[config.mk]
export PLATFORM = sky130hd
export DESIGN_NAME = usr_port
export DESIGN_NICKNAME = d
export VERILOG_FILES = /design/src/core/usr_pkg.sv /design/src/core/usr_buf2.sv /design/src/core/usr_port.sv
export SDC_FILE = /design/constraint.sdc
export NUM_CORES = 1
export LEC_CHECK = 0
export BUFFER_PORTS_ARGS = -buffer_cell sky130_fd_sc_hd__buf_4
export CAP_MARGIN = 0
export CORE_MARGIN = 2
export CORE_UTILIZATION = 30
export CTS_CLUSTER_SIZE = 28
export DETAILED_ROUTE_END_ITERATION = 7
export PLACE_DENSITY_LB_ADDON = 0.05
export SYNTH_ARGS = -nofsm -noshare
export SYNTH_HDL_FRONTEND = slang
export SYNTH_HIERARCHICAL = 1
export SYNTH_SLANG_ARGS = --single-unit
[constraint.sdc]
create_clock -name clk_sys -period 3.3 [get_ports clk_sys]
set_clock_uncertainty 0.2 [all_clocks]
set_input_delay 0.165 -clock clk_sys [delete_from_list [all_inputs] [get_ports clk_sys]]
set_output_delay 0.165 -clock clk_sys [all_outputs]
set_load 0.005 [all_outputs]
[src/core/usr_pkg.sv]
package usr_pkg;
    localparam logic [31:0] UART0_BASE  = 32'hFFFF_F500; // First instance
    localparam logic [31:0] UART1_BASE  = 32'hFFFF_F600; // Second instance
    localparam logic [4:0]  OFS_DATA    = 5'h00;  // Data or divisor low
    localparam logic [4:0]  OFS_IEN     = 5'h04;  // Enable or divisor high
    localparam logic [4:0]  OFS_SRC     = 5'h08;  // Source / queue control
    localparam logic [4:0]  OFS_FMT     = 5'h0C;  // Line format
    localparam logic [4:0]  OFS_MOUT    = 5'h10;  // Modem outputs
    localparam logic [4:0]  OFS_LST     = 5'h14;  // Line state
    localparam logic [4:0]  OFS_MIN     = 5'h18;  // Modem inputs
    localparam logic [4:0]  OFS_SCR     = 5'h1C;  // Scratch pad
    localparam int          FMT_DAS     = 7;      // Divisor access select
    localparam int          FMT_BRK     = 6;      // Break control
    localparam int          FMT_PEN     = 3;      // Parity enable
    localparam int          FMT_EPS     = 4;      // Even parity
    localparam int          FMT_STK     = 5;      // Stick parity
    localparam int          FMT_STB     = 2;      // Stop bits
    localparam int          LST_DR      = 0;      // Data ready
    localparam int          LST_OE      = 1;      // Overrun
    localparam int          LST_THRE    = 5;      // Holding empty
    localparam int          LST_TEMT    = 6;      // Transmitter empty
    localparam logic [7:0]  SRC_RST     = 8'h01;  // No interrupt pending
    localparam logic [7:0]  LST_RST     = 8'h60;  // Both empties set
    localparam logic [7:0]  ZERO8       = 8'h00;  // Generic clear
    localparam logic [3:0]  OVS         = 4'hF;   // 16x oversample top
    localparam logic [3:0]  OVS_MID     = 4'h7;   // Mid-bit sample point
    localparam logic [2:0]  LEN_BASE    = 3'h5;   // Shortest character
endpackage : usr_pkg

[src/core/usr_buf2.sv]
`timescale 1ns/1ps
// Two-entry skid buffer between transmit holding and shifter
module usr_buf2 import usr_pkg::*; #(
    parameter int W = 8                  // Word width
) (
    input  wire logic         clk_sys,   // System clock
    input  wire logic         rst_b,     // Async reset, low
    input  wire logic         ce,        // Clock enable
    input  wire logic         in_valid,  // Word offered
    output logic              in_ready,  // Space available
    input  wire logic [W-1:0] in_data,   // Word in
    output logic              out_valid, // Word available
    input  wire logic         out_ready, // Drain accepts
    output logic [W-1:0]      out_data   // Oldest word
);
    initial if (W < 1) $error("usr_buf2: W must be positive");
    logic [W-1:0] mem_reg [2];           // Storage, index addressed
    logic [W-1:0] mem_next [2];          // Next storage
    logic [1:0]   cnt_reg, cnt_next;     // Fill level 0..2
    logic         rd_reg, rd_next;       // Read index
    logic         wr_reg, wr_next;       // Write index
    assign in_ready  = (cnt_reg != 2'd2);
    assign out_valid = (cnt_reg != 2'd0);
    assign out_data  = mem_reg[rd_reg];
    // Next-state: push and pop may coincide
    always_comb
    begin
        mem_next = mem_reg;
        cnt_next = cnt_reg;
        rd_next  = rd_reg;
        wr_next  = wr_reg;
        if (in_valid && in_ready)
        begin
            mem_next[wr_reg] = in_data;
            wr_next = ~wr_reg;
        end
        if (out_valid && out_ready)
            rd_next = ~rd_reg;
        cnt_next = cnt_reg + 2'(in_valid && in_ready)
                 - 2'(out_valid && out_ready);
    end
    // Registers only
    always_ff @(posedge clk_sys or negedge rst_b)
    begin
        if (!rst_b)
        begin
            mem_reg[0] <= '0;
            mem_reg[1] <= '0;
            cnt_reg    <= 2'd0;
            rd_reg     <= 1'b0;
            wr_reg     <= 1'b0;
        end
        else if (ce)
        begin
            mem_reg <= mem_next;
            cnt_reg <= cnt_next;
            rd_reg  <= rd_next;
            wr_reg  <= wr_next;
        end
    end
endmodule : usr_buf2

[src/core/usr_port.sv]
`timescale 1ns/1ps
// One serial port register set; instantiate twice with each base
module usr_port import usr_pkg::*; #(
    parameter logic [31:0] BASE = UART0_BASE  // Instance base
) (
    input  wire logic        clk_sys,   // System clock
    input  wire logic        rst_b,     // Async reset, low
    input  wire logic        ce,        // Clock enable
    input  wire logic [31:0] addr,      // Bus address
    input  wire logic        sel,       // Access strobe
    input  wire logic        wr,        // 1 write, 0 read
    input  wire logic [7:0]  wdata,     // Write data
    output logic [7:0]       rdata,     // Read data, registered
    input  wire logic        serial_in, // Line input, async
    output logic             serial_out,// Line output
    output logic             rts_b,     // Request to send, low
    output logic             dtr_b      // Terminal ready, low
);
    initial if (BASE[4:0] != 5'h00) $error("usr_port: base misaligned");
    // Register state
    logic [7:0]  ien_reg, fmt_reg, mout_reg, scr_reg, qctl_reg, rxb_reg;
    logic [15:0] div_reg;                // Baud divisor
    logic [15:0] bcnt_reg, bcnt_next;    // Baud counter
    logic        tick;                   // 16x enable
    logic        dr_reg, oe_reg;         // Receive status
    logic [7:0]  rdata_next;             // Read mux
    logic        hit;                    // Address in range
    logic [4:0]  ofs;                    // Offset in block
    logic        das;                    // Divisor access select
    assign ofs = addr[4:0];
    assign hit = sel && (addr[31:5] == BASE[31:5]);
    assign das = fmt_reg[FMT_DAS];
    // Character length and parity from format
    function automatic logic [3:0] char_len(input logic [1:0] code);
        char_len = 4'(LEN_BASE) + 4'(code);
    endfunction : char_len
    function automatic logic par_bit(input logic [7:0] f,
                                     input logic [7:0] d);
        if (f[FMT_STK]) par_bit = ~f[FMT_EPS];
        else par_bit = ^d ^ ~f[FMT_EPS];
    endfunction : par_bit
    // Input synchroniser: three stages, accept when last two agree
    logic [2:0] sync_reg;
    logic       rx_reg;                  // Filtered line level
    always_ff @(posedge clk_sys or negedge rst_b)
    begin
        if (!rst_b) begin sync_reg <= 3'b111; rx_reg <= 1'b1; end
        else if (ce)
        begin
            sync_reg <= {sync_reg[1:0], serial_in};
            if (sync_reg[2] == sync_reg[1]) rx_reg <= sync_reg[2];
        end
    end
    // Baud counter, reloaded on any divisor write
    logic div_wr;
    assign div_wr = hit && wr && das && (ofs == OFS_DATA || ofs == OFS_IEN);
    always_comb
    begin
        if (div_wr) bcnt_next = (ofs == OFS_DATA) ? {div_reg[15:8], wdata}
                                                  : {wdata, div_reg[7:0]};
        else if (bcnt_reg <= 16'd1) bcnt_next = div_reg;
        else bcnt_next = bcnt_reg - 16'd1;
    end
    assign tick = (bcnt_reg == 16'd1) && !div_wr;
    // Transmit path through two-entry buffer
    logic       thr_push, thr_rdy, tq_v, tq_pop;
    logic [7:0] tq_d;
    assign thr_push = hit && wr && !das && ofs == OFS_DATA;
    usr_buf2 #(.W(8)) u_buf (
        .clk_sys(clk_sys), .rst_b(rst_b), .ce(ce),
        .in_valid(thr_push), .in_ready(thr_rdy), .in_data(wdata),
        .out_valid(tq_v), .out_ready(tq_pop), .out_data(tq_d));
    typedef enum logic [1:0] {TX_IDLE, TX_START, TX_DATA, TX_STOP} usr_tx_t;
    usr_tx_t    tx_st;
    logic [7:0] tx_sh;
    logic [3:0] tx_ov, tx_n;
    logic       tx_par_done;
    assign tq_pop = ce && (tx_st == TX_IDLE);
    always_ff @(posedge clk_sys or negedge rst_b)
    begin
        if (!rst_b)
        begin
            tx_st <= TX_IDLE; tx_sh <= ZERO8; tx_ov <= 4'h0; tx_n <= 4'h0;
            tx_par_done <= 1'b0; serial_out <= 1'b1;
        end
        else if (ce)
        begin
            unique case (tx_st)
                TX_IDLE: if (tq_v)
                begin
                    tx_sh <= tq_d; tx_st <= TX_START; tx_ov <= 4'h0;
                    tx_n <= 4'h0; tx_par_done <= 1'b0;
                end
                TX_START: if (tick)
                begin
                    tx_ov <= tx_ov + 4'h1;
                    if (tx_ov == OVS) tx_st <= TX_DATA;
                end
                TX_DATA: if (tick)
                begin
                    tx_ov <= tx_ov + 4'h1;
                    if (tx_ov == OVS)
                    begin
                        if (tx_n + 4'h1 < char_len(fmt_reg[1:0]))
                        begin
                            tx_n <= tx_n + 4'h1;
                            tx_sh <= tx_sh >> 1;
                        end
                        else if (fmt_reg[FMT_PEN] && !tx_par_done)
                            tx_par_done <= 1'b1;
                        else tx_st <= TX_STOP;
                    end
                end
                TX_STOP: if (tick)
                begin
                    tx_ov <= tx_ov + 4'h1;
                    if (tx_ov == OVS) tx_st <= TX_IDLE;
                end
            endcase
            serial_out <= fmt_reg[FMT_BRK] ? 1'b0 :
                (tx_st == TX_START) ? 1'b0 :
                (tx_st == TX_DATA) ? (tx_par_done ?
                    par_bit(fmt_reg, tx_sh) : tx_sh[0]) : 1'b1;
        end
    end
    // Receiver: LSB first, mid-bit sampling
    typedef enum logic [1:0] {RX_IDLE, RX_START, RX_DATA, RX_STOP} usr_rx_t;
    usr_rx_t    rx_st;
    logic [7:0] rx_sh;
    logic [3:0] rx_ov, rx_n;
    logic       rx_done;
    always_ff @(posedge clk_sys or negedge rst_b)
    begin
        if (!rst_b)
        begin
            rx_st <= RX_IDLE; rx_sh <= ZERO8; rx_ov <= 4'h0;
            rx_n <= 4'h0; rx_done <= 1'b0;
        end
        else if (ce)
        begin
            rx_done <= 1'b0;
            unique case (rx_st)
                RX_IDLE: if (!rx_reg)
                begin
                    rx_st <= RX_START; rx_ov <= 4'h0; rx_n <= 4'h0;
                    rx_sh <= ZERO8;          // Short characters read zero
                end
                RX_START: if (tick)
                begin
                    rx_ov <= rx_ov + 4'h1;
                    if (rx_ov == OVS_MID)
                    begin
                        rx_ov <= 4'h0;
                        rx_st <= rx_reg ? RX_IDLE : RX_DATA;
                    end
                end
                RX_DATA: if (tick)
                begin
                    rx_ov <= rx_ov + 4'h1;
                    if (rx_ov == OVS)
                    begin
                        // Parity bit must not land in bit zero
                        if (rx_n < char_len(fmt_reg[1:0]))
                            rx_sh[rx_n[2:0]] <= rx_reg;
                        rx_n <= rx_n + 4'h1;
                        if (rx_n + 4'h1 == char_len(fmt_reg[1:0]) +
                            4'(fmt_reg[FMT_PEN])) rx_st <= RX_STOP;
                    end
                end
                RX_STOP: if (tick)
                begin
                    rx_ov <= rx_ov + 4'h1;
                    if (rx_ov == OVS)
                    begin
                        rx_st <= RX_IDLE; rx_done <= 1'b1;
                    end
                end
            endcase
        end
    end
    // Register writes and status; arrival beats read-clear
    logic rbr_rd;
    assign rbr_rd = hit && !wr && !das && ofs == OFS_DATA;
    always_ff @(posedge clk_sys or negedge rst_b)
    begin
        if (!rst_b)
        begin
            ien_reg <= ZERO8; fmt_reg <= ZERO8; mout_reg <= ZERO8;
            scr_reg <= ZERO8; qctl_reg <= ZERO8; rxb_reg <= ZERO8;
            div_reg <= 16'h0000; bcnt_reg <= 16'h0000;
            dr_reg <= 1'b0; oe_reg <= 1'b0; rdata <= ZERO8;
            rts_b <= 1'b1; dtr_b <= 1'b1;
        end
        else if (ce)
        begin
            bcnt_reg <= bcnt_next;
            rdata <= rdata_next;
            rts_b <= ~mout_reg[1] | mout_reg[4];
            dtr_b <= ~mout_reg[0] | mout_reg[4];
            if (hit && wr)
            begin
                unique case (ofs)
                    OFS_DATA: if (das) div_reg[7:0] <= wdata;
                    OFS_IEN:  if (das) div_reg[15:8] <= wdata;
                              else ien_reg <= {4'h0, wdata[3:0]};
                    OFS_SRC:  qctl_reg <= wdata;
                    OFS_FMT:  fmt_reg <= wdata;
                    OFS_MOUT: mout_reg <= {3'h0, wdata[4:0]};
                    OFS_SCR:  scr_reg <= wdata;
                    default:  ;
                endcase
            end
            if (rx_done)
            begin
                rxb_reg <= rx_sh; dr_reg <= 1'b1;
                if (dr_reg && !rbr_rd) oe_reg <= 1'b1;
            end
            else if (rbr_rd) dr_reg <= 1'b0;
            if (hit && !wr && ofs == OFS_LST && !rx_done) oe_reg <= 1'b0;
        end
    end
    // Read mux; source bits 7:6 always read zero
    logic [7:0] src_val, lst_val;
    assign src_val = (ien_reg[0] && dr_reg) ? 8'h04 :
                     (ien_reg[1] && thr_rdy && !tq_v) ? 8'h02 : SRC_RST;
    assign lst_val = {1'b0, tx_st == TX_IDLE && !tq_v, thr_rdy,
                      3'h0, oe_reg, dr_reg};
    always_comb
    begin
        rdata_next = rdata;
        if (hit && !wr)
        begin
            unique case (ofs)
                OFS_DATA: rdata_next = das ? div_reg[7:0] : rxb_reg;
                OFS_IEN:  rdata_next = das ? div_reg[15:8] : ien_reg;
                OFS_SRC:  rdata_next = {2'b00, src_val[5:0]};
                OFS_FMT:  rdata_next = fmt_reg;
                OFS_MOUT: rdata_next = mout_reg;
                OFS_LST:  rdata_next = lst_val;
                OFS_MIN:  rdata_next = ZERO8;
                OFS_SCR:  rdata_next = scr_reg;
                default:  rdata_next = ZERO8;
            endcase
        end
    end
endmodule : usr_port

After elaboration in Yosys (flattened, before gate mapping)
Cells that the tools add are included.
W data, S select, Z words.

word-level totals
  register bits = 140
  bits of input ports = 46
  output and inout port bits = 11

cells by class
  add/sub/neg operators = 9
  magnitude comparators = 8
  equality and inequality tests = 42
  mux-type cells = 81
  bitwise gates (word level) = 11
  reduce and logical (&&, ||, !) cells = 64

operators with widths
  operator                 number
  $mux W8                  14
  $pmux W8 S7              1
  $mux W16                 3
  $mux W4                  11
  $ne A2 B2 Y1 const B     21
  $mux W2                  19
  $pmux W8 S2              2
  $eq A27 B27 Y1 const B   1
  $pmux W4 S2              3
  $logic_and A1 B1 Y1      23
  $mux W1                  19
  $add A4 B1 Y4 const B    4
  $bwmux W16               1
  $eq A16 B1 Y1 const B    1
  $le A16 B1 Y1 const B    1
  $pmux W2 S4              2
  $reduce_and A4 Y1        4
  $sub A16 B1 Y16 const B  1
  $eq A5 B5 Y1 const B     3
  $reduce_and A3 Y1        5
  $pmux W4 S3              1
  $reduce_and A2 Y1        6
  $reduce_and A6 Y1        2
  $reduce_bool A2 Y1       6
  38 further kinds         61

Depth between registers and ports, before layout
Gate-level depths: netlist of run 1.

  depth in word-level cells = 10
  mapped depth = 10
  depth with buffers taken out = 10

Modules after synthesis
Netlist of run 1, hierarchy kept.

modules (own cells, without submodules)
  module    instances  cells each  area an instance (um2)  sequential area each (um2)
  usr_port  1          670         6830.3                  3011.6
  usr_buf2  1          65          963.4                   500.5

Least setup slack after synthesis of run 1
OpenSTA, ideal clock, no wires.

  kind = reg2reg
  from = register bcnt_reg[10]
  to = register tx_sh[0]
  library setup time = 0.125 ns
  arrival time = 2.667 ns
  data required time = 2.975 ns
  slack = 0.308 ns
  stages on the path, launching flop included = 8
  path buffers = 1
  clock period less this slack = 2.992 ns
  path through = dfrtp_1 or4_4 or4_4 nor4b_4 nand4b_2 a21o_1 buf_6 mux2_4

on the way
  longest elaborated chain between the ends = 4

ends and longest elaborated chain
  what                         RTL line         RTL
  start: declaration           usr_port.sv:23   logic [15:0] bcnt_reg, bcnt_next;
  start signal: assignment     usr_port.sv:196  bcnt_reg <= bcnt_next;
  $eq A16 B1 Y1                usr_port.sv:64   assign tick = (bcnt_reg == 16'd1) && !div_wr;
  $logic_and A1 B1 Y1          usr_port.sv:64
  $ne A2 B2 Y1 (no line)       --
  $reduce_and A6 Y1 (no line)  --
  end signal: assignment       usr_port.sv:107  tx_sh <= tx_sh >> 1;
  end: declaration             usr_port.sv:75   logic [7:0] tx_sh;

Every way passes these cells.
A chain may end at the register's enable or synchronous reset.

==> flow_summary.rst, run 1 <==
.. list-table::
   :header-rows: 1

   * - Metric
     - Value
   * - Combined global-route utilization of all metal layers
     - 17.6%
   * - Mean instance size in the synthesized netlist
     - 10.6 sq um
   * - Number of iterations in the first detailed-routing pass
     - 5
   * - Number of setup violations in the final report
     - 0
   * - Synth Flop Type
     - sky130_fd_sc_hd__dfrtp_1
   * - Type of the worst setup path
     - register to register
   * - Critical Path Max Stage Delay
     - 570 ps
   * - VDD IR-drop max
     - 321 uV
   * - Num Clock Sinks
     - 140
   * - Post-synthesis to final-layout area growth
     - 21.8%
   * - Width of the chip
     - 165 microns
   * - Post-synth net total
     - 802
   * - Min cycle time layout
     - 3150 ps
   * - Setup slack of the most critical reg-to-reg path
     - 150 ps
   * - Combinational Power Share
     - 25.0%
   * - Deepest level of the CTS H-tree
     - 4
   * - Power density over cell area
     - 597 mW/mm^2
   * - Core Box Area
     - 0.0253 sq mm
   * - Area of the mapped netlist
     - 0.00779 sq mm
   * - Number of placement rows
     - 58
   * - Critical path's slowest cell
     - sky130_fd_sc_hd__or4_4
   * - Wire length of the first global-routing pass
     - 36200 microns
   * - Unrepaired setup endpoints after global routing
     - no
   * - Detail Route Antenna Nets
     - 0
   * - Clock latency at the later pin of the worst-skew pair
     - 420 ps
   * - Port buffer count
     - 56
   * - Number of synthesis warnings
     - 6
   * - DRC violation count after routing
     - 0
   * - Endpoint kind of the worst setup timing path
     - register
   * - Ordered list of cells on the worst path
     - or4_4, or4_4, nor4b_4, buf_4, and3_1, o211ai_1, mux2_1
   * - Detailed placer's ending HPWL
     - 16300 microns
   * - Launching instance or port of the critical path
     - bcnt_reg[10]
   * - Startpoint of the lowest-slack register-to-register path
     - bcnt_reg[10]
   * - Total detailed-routing wirelength
     - 22500 microns
   * - Tightest Pin Transition
     - 718 ps
   * - Fraction of registers with async set/reset
     - 100%
   * - Register area share after synthesis
     - 45.1%
   * - Reported leakage power
     - 4.38 nW
   * - Fraction of layout cells with a size suffix above 1
     - 27.9%
   * - Initial antenna violation count
     - 0
   * - Peak fanout along the critical path
     - 6
   * - Maximum buffer depth of the clock tree
     - 2
   * - Largest net degree at the start of global routing
     - 73
   * - Total grt overflow
     - 0
   * - Starting density of the core
     - 30.8%
   * - Final Core Density
     - 37.5%
   * - Cell at the root of the clock tree
     - sky130_fd_sc_hd__clkbuf_16
   * - Worst slew margin relative to its limit
     - 52.1%
   * - CTS tree
     - built
   * - FF-to-FF path depth
     - 7
   * - Count of placed standard cells including taps
     - 1124
   * - Routed length per instance
     - 19.3 microns
   * - Count of endpoints failing hold in the final timing report
     - 0
   * - Fin Setup TNS
     - 0 ps
   * - Sequential cell fraction of total power
     - 39.2%
   * - Number of antenna cells inserted
     - 0
   * - Critical Path RT
     - 3400 ps
   * - Number of pins exceeding their max-slew limit in the final report
     - 0
   * - Data arrival at the endpoint of the critical path
     - 3250 ps
   * - Startpoint class of the critical path
     - register
   * - Most common cell type on the critical path
     - sky130_fd_sc_hd__or4_4
   * - Switching part of the total
     - 31.5%
   * - Clk slew on worst S/H paths
     - 60 ps
   * - Number of global-route vias before repair
     - 6226
   * - Status
     - finished clean
   * - DRC violation total after the first TritonRoute iteration
     - 387
   * - Number of enable-type register cells in the synthesized netlist
     - 0
   * - Number of setup buffers added after CTS
     - 0
   * - Die outline area
     - 0.0273 sq mm
   * - Max-cap violations
     - 0
   * - Number of primary I/O pins
     - 57
   * - Type of the tightest min-delay check
     - primary input to register
   * - Vias per cell
     - 5.15
   * - Cell internal power dissipation
     - 3.88 mW
   * - Finished Layout Cells
     - 1169
   * - Die boundary height
     - 165 microns
   * - Maximum clock rate
     - 0.317 GHz
   * - Vias post-DR
     - 6019
   * - Synth Instances
     - 735
   * - Number of flip-flops and latches in the synthesized netlist
     - 140
   * - Clock buffer count from CTS
     - 17
   * - Unique masters post-synth
     - 74
   * - Tcrit/Tclk final
     - 95.5%
   * - Psw
     - 1.79 mW
   * - Clk pwr share
     - 35.9%
   * - Gp weighted congestion
     - 0.795
   * - Nets@finish
     - 893
cell usage in the layout, fill, tap and decap left out, types with 8 or more instances in the layout:
cell type / n
sky130_fd_sc_hd__clkbuf_16: 17
sky130_fd_sc_hd__dfrtp_1: 133
sky130_fd_sc_hd__mux2_4: 15
sky130_fd_sc_hd__xnor2_1: 23
sky130_fd_sc_hd__o221ai_1: 8
sky130_fd_sc_hd__a21oi_1: 16
sky130_fd_sc_hd__nand2_1: 51
sky130_fd_sc_hd__nor2b_1: 10
sky130_fd_sc_hd__mux2i_1: 18
sky130_fd_sc_hd__nand3_1: 19
sky130_fd_sc_hd__nor2_1: 48
sky130_fd_sc_hd__o211ai_1: 12
sky130_fd_sc_hd__o21ai_1: 8
sky130_fd_sc_hd__and3_1: 12
sky130_fd_sc_hd__nand4_1: 12
sky130_fd_sc_hd__ha_1: 20
sky130_fd_sc_hd__mux2_2: 74
sky130_fd_sc_hd__buf_4: 86
sky130_fd_sc_hd__a31oi_1: 8
sky130_fd_sc_hd__nand2b_1: 12
sky130_fd_sc_hd__dlygate4sd3_1: 13
sky130_fd_sc_hd__o21ai_0: 32
sky130_fd_sc_hd__nor3_1: 13
sky130_fd_sc_hd__o22ai_1: 17
sky130_fd_sc_hd__inv_1: 40
worst max-delay path: cells and delay by family (launching register included):
kind                   cells  cell delay [ps]
AOI/OAI and AO/OA          1              120
buffers and inverters      1              230
DFF                        1              400
muxes                      1              340
and+or+nand+nor            4             1750
how the worst min path moves through the flow:
stage,startpoint,endpoint,slack [ps],depth (start not counted)
finish,addr[2],oe_reg,30,4
global placement,rst_b,rdata[3],50,1
CTS,ce,rts_b,8,3
detailed placement,rst_b,rdata[2],50,1
floorplan,rst_b,async pin,-330,0
global route,addr[2],oe_reg,40,4
synth_stat cells (4+ instances only):
master                     number  area [sq um]
sky130_fd_sc_hd__a221o_1        6          60.1
sky130_fd_sc_hd__nor2_1        48           180
sky130_fd_sc_hd__mux2i_1       18           180
sky130_fd_sc_hd__and2_1         6          37.5
sky130_fd_sc_hd__mux2_2        74           833
sky130_fd_sc_hd__nor3b_1        7          52.6
sky130_fd_sc_hd__ha_1          20           250
sky130_fd_sc_hd__a31oi_1        8          50.1
sky130_fd_sc_hd__nand3_1       19          95.1
sky130_fd_sc_hd__o21ai_0       32           160
sky130_fd_sc_hd__o221ai_1       8          70.1
sky130_fd_sc_hd__o21ai_1        8          40.0
sky130_fd_sc_hd__a21o_1         5          37.5
sky130_fd_sc_hd__and3_1        12          75.1
sky130_fd_sc_hd__nand4_1       12          75.1
sky130_fd_sc_hd__nor3_1        13          65.1
sky130_fd_sc_hd__inv_1         40           150
sky130_fd_sc_hd__clkbuf_1      21          78.8
sky130_fd_sc_hd__o211ai_1      12          90.1
sky130_fd_sc_hd__buf_1          4          15.0
sky130_fd_sc_hd__nand2b_1      12          75.1
sky130_fd_sc_hd__nor4_1         6          37.5
sky130_fd_sc_hd__o22ai_1       17           106
sky130_fd_sc_hd__a21oi_1       16          80.1
sky130_fd_sc_hd__nand2_1       51           191
sky130_fd_sc_hd__dfstp_2        7           184
sky130_fd_sc_hd__xnor2_1       23           201
sky130_fd_sc_hd__dfrtp_1      133          3330
sky130_fd_sc_hd__mux2_4        15           225
sky130_fd_sc_hd__a211oi_1       5          37.5
sky130_fd_sc_hd__nor2b_1       10          62.6
sky130_fd_sc_hd__xor2_1         6          52.6
final cells by class:
cell class / count / area [sq um]
clock buffer: 20 / 447
clock inverter: 12 / 171
fill: 2502 / 15800
inverter: 40 / 150
multi-input combinational: 527 / 4010
sequential: 140 / 3510
tap: 330 / 413
timing repair buffer: 100 / 787
routing by layer:
layer  track usage, %  wire length, microns  vias to the layer above  share of wire [%]
met5                0                     0                        -                  0
met4             4.31                   260                        0                1.2
met3             2.82                   707                       18                3.1
met2             28.5                 10600                      105                 47
met1             24.5                 11000                     3025                 49
li1                 -                     -                     2871                  -
metrics by stage:
stage	cell area (sq um)	hold slack, ps	power (mW)	worst slack [ps]
after CTS	9490	7.54	5.74	65.2
after global placement	8740	45.4	3.62	137
final	9490	30.0	5.67	147
after global routing	9490	43.1	6.07	51.4
after detailed placement	8740	49.1	3.65	85.9
after floorplan	7790	-331	3.20	308
kinds of logic after synthesis:
logic type                 after synthesis  share of synthesized area [%]
xor gates and xnor gates                29                           3.26
and+or+nand+nor                        227                           16.1
buffers and inverters                   68                           3.48
adders and majority gates               21                           3.47
AOI/OAI and AO/OA                      138                           11.7
DFF                                    140                           45.1
muxes                                  112                           16.9
power by group through the flow:
stage / clock, mW / combinational, mW / sequential [mW]
2_1_floorplan: 0 / 1.06 / 2.13
3_3_place_gp: 0 / 1.38 / 2.24
3_5_place_dp: 0 / 1.41 / 2.25
4_1_cts: 2.09 / 1.43 / 2.22
5_1_grt: 2.19 / 1.62 / 2.26
6_report: 2.03 / 1.42 / 2.22
what timing repair did:
item                       4_1_cts  5_1_grt
hold endpoints to repair       127        0
setup endpoints to repair        0        1
hold buffers                    13        0
gates resized for setup          0        1
Note: power is estimated with default switching activity, not from simulation.
==> inputs of run 2 (changes only) <==
--- a/config.mk
+++ b/config.mk
@@ -11,7 +11,9 @@
 export CORE_UTILIZATION = 30
 export CTS_CLUSTER_SIZE = 28
 export DETAILED_ROUTE_END_ITERATION = 7
+export MAX_ROUTING_LAYER = met4
 export PLACE_DENSITY_LB_ADDON = 0.05
+export REMOVE_ABC_BUFFERS = 1
 export SYNTH_ARGS = -nofsm -noshare
 export SYNTH_HDL_FRONTEND = slang
 export SYNTH_HIERARCHICAL = 1
==> run 2 against run 1 <==
Against the previous run: power decreased by 0.74%; combinational power hardly changed; clock-buffer cell count unchanged; core utilization shrank 0.16 points; wire length increased by 0.23%; non-clock buffer count down 6; register-to-register slack worse by 20 ps; sequential power about the same; maximum frequency shrank 0.56%; critical path type unchanged; largest power group unchanged.
==> flow_summary.rst, run 2 (synthesized netlist as in run 1, its figures left out) <==
.. list-table::
   :header-rows: 1

   * - Metric
     - Value
   * - Worst slew margin relative to its limit
     - 44.7%
   * - Final Cell Area
     - 0.00945 sq mm
   * - Critical path's slowest cell
     - sky130_fd_sc_hd__or4_4
   * - Clock buffer count from CTS
     - 17
   * - Number of global-route vias before repair
     - 6029
   * - VDD IR-drop max
     - 269 uV
   * - Vias post-DR
     - 5977
   * - Die outline area
     - 0.0273 sq mm
   * - Tightest Pin Transition
     - 830 ps
   * - Deepest level of the CTS H-tree
     - 4
   * - Nets@finish
     - 887
   * - Status
     - finished clean
   * - Startpoint class of the critical path
     - register
   * - Starting density of the core
     - 30.8%
   * - Number of iterations in the first detailed-routing pass
     - 5
   * - Reported leakage power
     - 4.34 nW
   * - Total detailed-routing wirelength
     - 22600 microns
   * - Fraction of layout cells with a size suffix above 1
     - 27.9%
   * - Clock latency at the later pin of the worst-skew pair
     - 430 ps
   * - FF-to-FF path depth
     - 7
   * - Number of setup buffers added after CTS
     - 0
   * - Die boundary height
     - 165 microns
   * - Power density over cell area
     - 595 mW/mm^2
   * - Combined global-route utilization of all metal layers
     - 17.8%
   * - Number of setup violations in the final report
     - 0
   * - Unrepaired setup endpoints after global routing
     - no
   * - Width of the chip
     - 165 microns
   * - Number of primary I/O pins
     - 57
   * - Maximum buffer depth of the clock tree
     - 2
   * - Startpoint of the lowest-slack register-to-register path
     - bcnt_reg[10]
   * - Final Core Density
     - 37.3%
   * - Post-synthesis to final-layout area growth
     - 21.3%
   * - Num Clock Sinks
     - 140
   * - Detailed placer's ending HPWL
     - 16100 microns
   * - Fin Hold WS
     - 29.2 ps
   * - End of the worst hold path
     - oe_reg
   * - Cell at the root of the clock tree
     - sky130_fd_sc_hd__clkbuf_16
   * - Total grt overflow
     - 0
   * - CTS tree
     - built
   * - Number of antenna cells inserted
     - 0
   * - Critical Path RT
     - 3470 ps
   * - Type of the worst setup path
     - register to register
   * - Max-cap violations
     - 0
   * - Most frequent cells in the layout
     - sky130_fd_sc_hd__dfrtp_1 (133), sky130_fd_sc_hd__buf_4 (80), sky130_fd_sc_hd__mux2_2 (74)
   * - Tcrit/Tclk final
     - 96.1%
   * - Startpoint of the tightest hold check path
     - addr[3]
   * - Largest net degree at the start of global routing
     - 81
   * - DRC violation count after routing
     - 0
   * - Endpoint kind of the worst setup timing path
     - register
   * - Min cycle time layout
     - 3170 ps
   * - Overall power consumption
     - 5.63 mW
   * - Leading cell type in the layout, fill and taps excluded
     - sky130_fd_sc_hd__dfrtp_1
   * - Port buffer count
     - 56
   * - Instance area after placement
     - 0.00874 sq mm
   * - Worst hold path stage count
     - 5
   * - Type of the tightest min-delay check
     - primary input to register
   * - Gp weighted congestion
     - 0.846
   * - Initial antenna violation count
     - 1
   * - Number of placement rows
     - 58
   * - Count of endpoints failing hold in the final timing report
     - 0
   * - Detail Route Antenna Nets
     - 0
   * - Data arrival at the endpoint of the critical path
     - 3340 ps
   * - Routed length per instance
     - 19.4 microns
   * - Buffers & Inverters on Critical Path
     - 1
   * - Vias per cell
     - 5.14
   * - Wire length of the first global-routing pass
     - 35400 microns
   * - Crit path max-delay family
     - simple AND/OR/NAND/NOR gates
   * - Number of pins exceeding their max-slew limit in the final report
     - 0
   * - Clk slew on worst S/H paths
     - 60 ps
   * - End of the worst register-to-register path
     - rx_sh[1]
   * - Ordered list of cells on the worst path
     - or4_4, or4_4, nor4b_2, buf_4, nand3_1, nor4b_2, a221o_1
   * - Maximum clock rate
     - 0.315 GHz
   * - Fin Setup TNS
     - 0 ps
   * - Critical Path Max Stage Delay
     - 580 ps
   * - Peak fanout along the critical path
     - 4
   * - Core Box Area
     - 0.0253 sq mm
   * - Setup slack of the most critical reg-to-reg path
     - 130 ps
   * - DRC violation total after the first TritonRoute iteration
     - 378
==> run 2: changes by cell type in the layout (fill, tap and decap cells not counted) <==
cell | previous run | this run
sky130_fd_sc_hd__clkinv_2 | 4 | 1
sky130_fd_sc_hd__clkbuf_8 | 1 | 3
sky130_fd_sc_hd__clkbuf_1 | 2 | 0
sky130_fd_sc_hd__dlygate4sd3_1 | 13 | 11
sky130_fd_sc_hd__buf_4 | 86 | 80
sky130_fd_sc_hd__inv_6 | 0 | 2
sky130_fd_sc_hd__buf_12 | 0 | 2
sky130_fd_sc_hd__clkinvlp_4 | 3 | 6
sky130_fd_sc_hd__bufinv_16 | 4 | 2
==> run 2: tightest hold or removal path: cells and delay by family <==
family | cells | cell delay [ps]
and+or+nand+nor | 4 | 340
buffers and inverters | 1 | 100
==> run 2: cell type report <==
| type | instances | area (sq um) |
|---|---|---|
| fill | 2508 | 15900 |
| inverter | 40 | 150 |
| clock buffer | 20 | 467 |
| multi-input combinational | 527 | 4010 |
| clock inverter | 12 | 136 |
| tap | 330 | 413 |
| sequential | 140 | 3510 |
| timing repair buffer | 94 | 762 |
==> run 2: how the worst max path moves through the flow <==
| stage | from | endpoint | slack (ps) | depth (start not counted) |
|---|---|---|---|---|
| 6_report | bcnt_reg[10] | rx_sh[1] | 130 | 7 |
| 5_1_grt | bcnt_reg[10] | rx_sh[0] | 20 | 7 |
| 4_1_cts | bcnt_reg[10] | tx_sh[5] | 30 | 7 |
| 3_5_place_dp | bcnt_reg[10] | tx_sh[5] | 50 | 7 |
| 3_3_place_gp | bcnt_reg[10] | tx_sh[5] | 100 | 7 |
| 2_1_floorplan | bcnt_reg[10] | tx_sh[5] | 230 | 6 |
==> run 2: what timing repair did <==
| action | in CTS | in global routing |
|---|---|---|
| hold buffers | 11 | 0 |
| endpoints found under the setup margin | 0 | 8 |
| endpoints found under the hold margin | 141 | 0 |
| resized for setup | 0 | 1 |
==> run 2: through the flow <==
| stage | setup WS [ps] | cells |
|---|---|---|
| after floorplan | 230 | 707 |
| after global placement | 102 | 1120 |
| after detailed placement | 48.7 | 1120 |
| after CTS | 34.8 | 1163 |
| after global routing | 22.7 | 1163 |
| final | 129 | 1163 |
==> run 2: report_power, final <==
part           switching (mW)  internal (mW)  total (mW)
Clock                   0.798           1.18        1.98
Sequential              0.283           1.95        2.23
Combinational           0.766          0.656        1.42
==> run 2: layer usage <==
layer  part of all wire, %  vias to the layer above  wire length, microns  global-route usage [%]
met5                     0                        -                     0                       -
met4                   1.3                        0                   298                    4.31
met3                   4.8                       17                  1090                    3.57
met2                    45                      148                 10200                    27.2
met1                    49                     2968                 11000                    24.4
li1                      -                     2844                     -                       -
